`src/rxes_pkg.sv`:
```
/*
 * Package for the receive error and fault status block: constants and carrier types.
 * Assumes a single receive core clock domain.
 */
package rxes_pkg;

	// ****************************************
	// Constants
	// ****************************************
	localparam int MISMATCH_W = 2;
	localparam int MAX_LEN_W = 15;
	localparam int LEN_W = 16;
	localparam int FAULT_FILT_DEF = 4;
	localparam logic [7:0] PREAMBLE_BYTE = 8'h55;
	localparam logic [7:0] SFD_BYTE = 8'hD5;
	localparam logic [MISMATCH_W-1:0] MISMATCH_ZERO = 2'h0;

	// ****************************************
	// Types
	// ****************************************
	typedef struct packed {
		logic sop;
		logic [55:0] preamble;
		logic [7:0] sfd;
	} rxes_start_t;

	typedef struct packed {
		logic badPreamble;
		logic badSfd;
		logic signalOrderedSetSeen;
		logic truncated;
		logic [MISMATCH_W-1:0] testPatternMismatch;
	} rxes_pulse_t;

	typedef struct packed {
		logic localFault;
		logic remoteFault;
		logic internalLocalFault;
		logic receivedLocalFault;
	} rxes_fault_t;

endpackage

```
`src/rxes_status.sv`:
```
/*
 * Receive error and fault status block: turns receive path events into status pulses
 * and fault levels.
 * Assumes all event inputs come from receive logic on clk; fault cause inputs that come
 * from other domains are synchronised here.
 */
`timescale 1ns/1ps
// How it works
// [RULE1] A packet whose preamble bytes are not all 0x55 drives the invalid-preamble output to 1.
// [RULE2] That invalid-preamble output fires whatever the preamble-checking control says.
// [RULE3] A packet whose delimiter byte is not 0xD5 drives the invalid-delimiter output to 1, ignoring the check control.
// [RULE4] A received Signal ordered-set word drives the signal-ordered-set output to 1.
// [RULE5] Each cycle a 2-bit bus gives the number of test-pattern mismatches, as a one-cycle value.
// [RULE6] The mismatch bus stays zero unless the test-pattern control input is 1.
// [RULE7] The mismatch bus is a plain per-cycle count a management counter can accumulate.
// [RULE8] The truncation output pulses one cycle per cycle in which the packet length passes the 15-bit maximum.
// [RULE9] The combined local-fault level is high while internal or received local fault is high.
// [RULE10] The remote-fault level is 1 while a remote fault is detected and 0 otherwise.
// [RULE11] Internal local fault is high while test pattern generation, bad alignment or high error rate lasts.
// [RULE12] Received local fault goes high after enough local fault words arrive and holds while they persist.
// [RULE13] All outputs are registered on clk and are zero during reset.
module rxes_status import rxes_pkg::*; #(
	parameter int FAULT_FILT = FAULT_FILT_DEF
) (
	input wire logic clk,
	input wire logic nrst,
	input wire rxes_start_t rxStart,
	input wire logic checkPreamble,
	input wire logic signalOrderedSetWord,
	input wire logic testPatternEnable,
	input wire logic [MISMATCH_W-1:0] mismatchCount,
	input wire logic rxDataValid,
	input wire logic rxEop,
	input wire logic [LEN_W-1:0] bytesThisCycle,
	input wire logic [MAX_LEN_W-1:0] maxPacketLen,
	input wire logic testPatternGenActive,
	input wire logic laneAlignBad,
	input wire logic highBerPin,
	input wire logic localFaultWord,
	input wire logic remoteFaultWord,
	input wire logic idleWord,
	output rxes_pulse_t pulseOut,
	output rxes_fault_t faultOut
);

	// ****************************************
	// Parameter check
	// ****************************************
	if (FAULT_FILT < 1 || FAULT_FILT > 255) begin : gBadFilt
		$error("FAULT_FILT out of range");
	end

	// ****************************************
	// Synchronisers for asynchronous fault causes
	// ****************************************
	logic [2:0] asyncIn;
	logic [2:0] syncA_r;
	logic [2:0] syncB_r;
	assign asyncIn = {testPatternGenActive, laneAlignBad, highBerPin};

	always_ff @(posedge clk or negedge nrst) begin
		if (!nrst) begin
			syncA_r <= 3'h0;
			syncB_r <= 3'h0;
		end else begin
			syncA_r <= asyncIn;
			syncB_r <= syncA_r;
		end
	end

	// ****************************************
	// Packet length tracking
	// ****************************************
	logic [LEN_W-1:0] pktLen_r;
	logic [LEN_W-1:0] pktLen_nxt;
	logic inPkt_r;
	logic inPkt_nxt;
	logic [LEN_W:0] lenSum;

	always_comb begin
		lenSum = {1'b0, pktLen_r} + {1'b0, bytesThisCycle};
		pktLen_nxt = pktLen_r;
		inPkt_nxt = inPkt_r;
		if (rxStart.sop) begin
			inPkt_nxt = 1'b1;
			pktLen_nxt = '0;
		end
		if (rxDataValid && (inPkt_r || rxStart.sop)) begin
			pktLen_nxt = lenSum[LEN_W] ? {LEN_W{1'b1}}
				: (rxStart.sop ? bytesThisCycle : lenSum[LEN_W-1:0]);
			if (rxEop) begin
				inPkt_nxt = 1'b0;
			end
		end
	end

	// ****************************************
	// Fault state machine for received fault words
	// ****************************************
	typedef enum logic [1:0] {
		FS_OK = 2'b00,
		FS_LOCAL = 2'b01,
		FS_REMOTE = 2'b10
	} rxes_fstate_t;

	rxes_fstate_t fState_r;
	rxes_fstate_t fState_nxt;
	logic [7:0] faultCnt_r;
	logic [7:0] faultCnt_nxt;
	logic [7:0] lastSeq_r;
	logic [7:0] lastSeq_nxt;
	logic faultWord;
	logic sameKind;
	logic [7:0] filtLimit;

	assign faultWord = localFaultWord || remoteFaultWord;
	assign sameKind = localFaultWord ? lastSeq_r[0] : lastSeq_r[1];
	assign filtLimit = 8'(FAULT_FILT);

	always_comb begin
		fState_nxt = fState_r;
		faultCnt_nxt = faultCnt_r;
		lastSeq_nxt = lastSeq_r;
		if (faultWord) begin
			lastSeq_nxt = {6'h00, remoteFaultWord, localFaultWord};
			if (sameKind && faultCnt_r != 8'hFF) begin
				faultCnt_nxt = faultCnt_r + 8'h01;
			end else if (!sameKind) begin
				faultCnt_nxt = 8'h01;
			end
			if ((sameKind ? faultCnt_r + 8'h01 : 8'h01) >= filtLimit) begin
				fState_nxt = localFaultWord ? FS_LOCAL : FS_REMOTE; // [RULE12]
			end
		end else if (idleWord) begin
			faultCnt_nxt = 8'h00;
			lastSeq_nxt = 8'h00;
			fState_nxt = FS_OK;
		end
	end

	// ****************************************
	// Status outputs
	// ****************************************
	rxes_pulse_t pulse_nxt;
	rxes_fault_t fault_nxt;

	always_comb begin
		pulse_nxt = '0;
		if (rxStart.sop) begin
			pulse_nxt.badPreamble = rxStart.preamble != {7{PREAMBLE_BYTE}}; // [RULE1] [RULE2]
			pulse_nxt.badSfd = rxStart.sfd != SFD_BYTE; // [RULE3]
		end
		pulse_nxt.signalOrderedSetSeen = signalOrderedSetWord; // [RULE4]
		pulse_nxt.testPatternMismatch = testPatternEnable ? mismatchCount : MISMATCH_ZERO; // [RULE5] [RULE6] [RULE7]
		pulse_nxt.truncated = (inPkt_r || rxStart.sop) && rxDataValid
			&& (pktLen_nxt > {1'b0, maxPacketLen}); // [RULE8]
		fault_nxt.internalLocalFault = |syncB_r; // [RULE11]
		fault_nxt.receivedLocalFault = fState_nxt == FS_LOCAL; // [RULE12]
		fault_nxt.remoteFault = fState_nxt == FS_REMOTE; // [RULE10]
		fault_nxt.localFault = fault_nxt.internalLocalFault
			|| fault_nxt.receivedLocalFault; // [RULE9]
	end

	always_ff @(posedge clk or negedge nrst) begin
		if (!nrst) begin
			pktLen_r <= '0;
			inPkt_r <= 1'b0;
			fState_r <= FS_OK;
			faultCnt_r <= 8'h00;
			lastSeq_r <= 8'h00;
			pulseOut <= '0; // [RULE13]
			faultOut <= '0;
		end else begin
			pktLen_r <= pktLen_nxt;
			inPkt_r <= inPkt_nxt;
			fState_r <= fState_nxt;
			faultCnt_r <= faultCnt_nxt;
			lastSeq_r <= lastSeq_nxt;
			pulseOut <= pulse_nxt;
			faultOut <= fault_nxt;
		end
	end

endmodule // rxes_status

```
`config.mk`:
```
export PLATFORM = sky130hd
export DESIGN_NAME = rxes_status
export DESIGN_NICKNAME = d
export VERILOG_FILES = /design/src/rxes_pkg.sv /design/src/rxes_status.sv
export SDC_FILE = /design/constraint.sdc
export NUM_CORES = 1
export LEC_CHECK = 0
export BUFFER_PORTS_ARGS = -buffer_cell sky130_fd_sc_hd__buf_2
export CAP_MARGIN = 20
export CORE_ASPECT_RATIO = 1.25
export CORE_UTILIZATION = 30
export CTS_CLUSTER_DIAMETER = 60
export DETAILED_ROUTE_END_ITERATION = 10
export SLEW_MARGIN = 25
export SYNTH_ARGS = -nofsm -noshare
export SYNTH_HDL_FRONTEND = slang
export SYNTH_SLANG_ARGS = --single-unit
```
`constraint.sdc`:
```
create_clock -name clk -period 4.45 [get_ports clk]
set_input_delay 0.2225 -clock clk [delete_from_list [all_inputs] [get_ports clk]]
set_output_delay 0.2225 -clock clk [all_outputs]
set_load 0.05 [all_outputs]
```
=== After elaboration in Yosys (flattened, before gate mapping) ===
Index checks and enable logic that the tools add are counted.

* Memories: 0
* Latch bits: 0
* Bits in read-only memories: 0
* Bits in registers: 45
* Bits in writable memories: 0

* Muxes and demuxes: 20
* Equality and inequality tests: 6
* Shifts and indexed selects: 0
* Reduce and logical (&&, ||, !) cells: 9
* Bitwise operators: 0
* Add/subtract/negate cells: 2
* $mul: 0
* $lt $le $gt $ge: 2
* Div/mod/pow operators: 0

{| class="wikitable"
|+ Operators with widths
! operator !! count
|-
| 2-to-1 mux 16 bit || 4
|-
| != test 56 x 55 -> 1 bit, second input constant || 1
|-
| 2-to-1 mux 8 bit || 5
|-
| adder 16 x 16 -> 17 bit || 1
|-
| > comparator 16 x 15 -> 1 bit || 1
|-
| != test 8 bit, second input constant || 2
|-
| 2-to-1 mux 2 bit || 7
|-
| adder 8 x 1 -> 8 bit, second input constant || 1
|-
| greater-or-equal comparator 8 x 3 -> 1 bit, second input constant || 1
|-
| 2-to-1 mux 1 bit || 4
|-
| logical AND 1 bit || 3
|-
| logical OR 1 bit || 3
|-
| != test 3 x 2 -> 1 bit, second input constant || 1
|-
| OR reduction 3 bit || 1
|-
| == test 2 x 1 -> 1 bit, second input constant || 1
|-
| == test 2 bit, second input constant || 1
|-
| AND reduction 2 bit || 1
|-
| nonzero test 2 bit || 1
|}

=== Logic depth before layout (Yosys ltp) ===
* Depth after elaboration: 7
* Gate-level depth with buffers: 18
* Depth with buffers taken out: 17

=== Least setup slack after synthesis ===
No wires, ideal clock.

* Path type: register -> register
* From: register pktLen_r[0]
* To: register pulseOut[2] in the netlist's numbering
* Data arrival time: 3.449 ns
* Clock period less this slack: 3.571 ns
* Slack: 0.879 ns
* Library setup time: 0.122 ns
* Buffers on the path: 0
* Required time: 4.328 ns
* Cell stages (with the launch flop): 18
* Path through: dfrtp_1 ha_1 fa_1 a21oi_1 o21ai_0 a21oi_1 or2_2 a311oi_1 xor2_1 o221a_2 ha_1 a21oi_1 nand2_1 a2111oi_0 nand3_1 a31oi_1 o21ai_0 a32o_1

{| class="wikitable"
|+ RTL lines
! what !! RTL line !! source
|-
| start: declaration || rxes_status.sv:74 || <nowiki>logic [LEN_W-1:0] pktLen_r;</nowiki>
|-
| start signal: assignment || rxes_status.sv:174 || <nowiki>pktLen_r <= pktLen_nxt;</nowiki>
|-
| end signal: assignment || rxes_status.sv:179 || <nowiki>pulseOut <= pulse_nxt;</nowiki>
|-
| end: declaration || rxes_status.sv:42 || <nowiki>output rxes_pulse_t pulseOut,</nowiki>
|}

==> metrics.txt <==
yosys warns 0; # rows 42; Bufs on Longest Clock Path 2; number of remaining DRC errors 0; final setup fails 0; Initial DRC Count between 50 and 60; Tot GR Track Use between 10% and 20%; CP required 4.63 ns; power density over the cells about 370 nW/µm²; crit start category register; Worst-Margin Slew 0.6026 ns; Overflow after GRT 0; vias in the first global route ~3,300; hold_buf cts 0; CP Capture Type register; H-tree levels 2; # port buffers between 100 and 150; Starting Density 30.81%; TritonRoute pass-1 iters 4; Pins Over Slew Limit 0; final worst-path cycle share between 80% and 90%; CTS root buf clkbuf_16; Reg clk slew, reported paths 0.07 ns; Data arrival, critical path roughly 4.1 ns; non-filler instance count after layout around 600; LEAKAGE between 2 and 2.5 nW; final net count approximately 630; CTS sink count 45; Die Span Y ~120 µm; Tmin final 3.907 ns; Placer Congestion 0.8629; Ant. Diodes 0; Crit Path Class reg2reg; Hold Path Class in2async; number of flops mapped to enable cells by yosys 0; Final Skew between 0.008 and 0.009 ns; Post-Syn Area ~3300 µm²; Synth Register Bits between 40 and 50; post-synthesis sequential area ratio 34.43%; Core Region between 10,000 and 15,000 µm²; share of cells above drive strength 1 30.45%; final hold vios 0; DR vias roughly 3,200; maximum clock frequency about 260 MHz; TritonCTS clock tree yes; Total Wirelength 8.982 mm; Area Growth Syn to Fin 27.77%; clk_lat worst skew ~0.29 ns; commonest non-fill, non-tap cell in the layout buf_2; most frequent cells in the layout buf_2 (119), dfrtp_1 (45), o21ai_0 (32), ha_1 (32), nand2_1 (27); vias per inst ~5.2; syn_area_per_cell approximately 9 µm²; Top-Level Pins about 120; chip width approximately 95 µm; status finished, final reports clean; Placed Cells between 600 and 700; Cells after Synth about 360; TritonCTS Buffers 5; DRT antenna net count 0; unrepaired setup endpoints after global routing false; Main synth FF type dfrtp_1; sum of negative setup slack 0 ns; first-pass GRT wire length 14.92 mm; Max rail drop VDD 0.1467 mV; Mapped Nets slightly above 500; drt wl/cell 14.53 µm; initial antenna violation count 0; fillers 1,095; Synth async-reset ratio 100.0%; Die ar. ~11,000 µm²; post-synth cell types 58; largest net degree at the start of global routing 46; CP max FO 9; Post-CTS Setup Bufs 0; Max Cap Violations 0; HPWL reported at the end of detailed placement roughly 7 mm; max_slew headroom 59.83%
[sequential cells by signal, summed over array words and instances (netlist names)]
signal	flops
inPkt_r	1
faultCnt_r	8
fState_r	2
syncA_r	3
pktLen_r	16
pulseOut	6
faultOut	4
syncB_r	3
lastSeq_r	2
[stage by stage]
stage | hold slack, ns | utilization (%) | instance area (µm²) | setup WS, ns | power, mW
5_1_grt | 0.02462 | 39.37 | 4179 | 0.04097 | 1.673
3_3_place_gp | 0.3309 | 37.89 | 4023 | 0.3834 | 1.161
6_report | 0.01035 | 39.37 | 4179 | 0.5427 | 1.551
3_5_place_dp | 0.3326 | 37.89 | 4023 | 0.3780 | 1.170
2_1_floorplan | -0.07309 | - | 3271 | 0.8791 | 0.9881
4_1_cts | 0.02669 | 39.27 | 4169 | 0.3597 | 1.564
[where the power goes]
group          total, mW  internal [mW]  switching (mW)
combinational      0.667          0.289           0.378
clock              0.382          0.209           0.172
sequential         0.503          0.469          0.0335
[layer usage]
metal	vias to the layer above	share of wire [%]	GRT usage [%]	routed length, µm
met1	1485	42	19.06	3728
met5	-	0	0	0
met3	10	4.8	2.445	430
met2	114	52	31.43	4648
li1	1606	-	-	-
met4	0	1.9	5.784	175
[worst max-delay path, stage by stage (launching register included)]
cell and delay [ns]:
dfrtp_1 0.38, ha_1 0.22, fa_1 0.43, a21oi_2 0.19, o211ai_1 0.11, o2111ai_1 0.12, a31oi_1 0.15, or2_2 0.37
buf_4 0.19, o21ai_0 0.16, a221oi_1 0.13, ha_1 0.22, nand3_1 0.07, nand2_1 0.06, a2111oi_1 0.39, nand3_1 0.12
a31oi_1 0.16, o21ai_0 0.11, a32o_1 0.22
[area by class of cell]
class / instances / area (µm²) / area share, %
Clock buffer: 5 / 125.1 / 2.994
Clock inverter: 3 / 21.27 / 0.5090
Inverter: 21 / 78.83 / 1.886
Multi-Input combinational cell: 288 / 2029 / 48.56
Sequential cell: 45 / 1126 / 26.95
Tap cell: 132 / 165.2 / 3.952
Timing Repair Buffer: 124 / 633.1 / 15.15
[kinds of logic (layout without fill, tap and decap cells)]
logic type / count (synthesis) / after routing / share of synthesized area (%)
AOI/OAI and AO/OA: 115 / 115 / 23.30
xor gates and xnor gates: 13 / 13 / 3.481
adders and majority gates: 33 / 33 / 12.85
buffers and inverters: 31 / 153 / 3.826
DFF: 45 / 45 / 34.43
muxes: 1 / 1 / 0.3443
and+or+nand+nor: 126 / 126 / 21.77
[final timing paths]
check	start	slack (ns)	end	cells past startpoint
worst max-delay path	pktLen_r[0]	0.54	pulseOut[2]	18
worst max register to register	pktLen_r[0]	0.54	pulseOut[2]	18
max in group asynchronous	nrst	4.02	faultOut[0]	2
min in group clk	signalOrderedSetWord	0.03	pulseOut[3]	1
worst min-delay path	nrst	0.01	pulseOut[3]	2
worst min register to register	syncA_r[1]	0.35	syncB_r[1]	0
[repair_timing]
item / CTS / global route
hold endpoints to repair: 0 / 0
setup endpoints to repair: 0 / 1
gates resized for setup: 0 / 3
[synthesized netlist by cell type (all sizes together), types with 2 or more instances]
library cell	number	area share [%]
ha	32	12
dfrtp	45	34
o221a	4	1.4
o21bai	4	0.92
nor4bb	10	3.1
xnor2	9	2.4
or2	5	0.96
nand3	10	1.5
o21ai	34	5.2
nor3b	2	0.46
and4b	3	0.92
nor2b	8	1.8
buf	5	0.84
and3	2	0.38
o22ai	8	1.5
nand2	28	3.3
a311oi	3	1.2
o31ai	3	0.69
a31oi	3	0.57
nor2	24	2.8
and2	8	1.5
a21o	10	2.3
a21oi	26	4.2
nand2b	5	0.96
nor4b	2	0.54
clkbuf	5	0.57
a211oi	2	0.46
o211ai	4	1.1
nand4	11	2.1
nor3	3	0.46
inv	21	2.4
a221oi	4	1.1
nor4	2	0.38
xor2	4	1.1
Note: power is estimated with default switching activity, not from simulation.
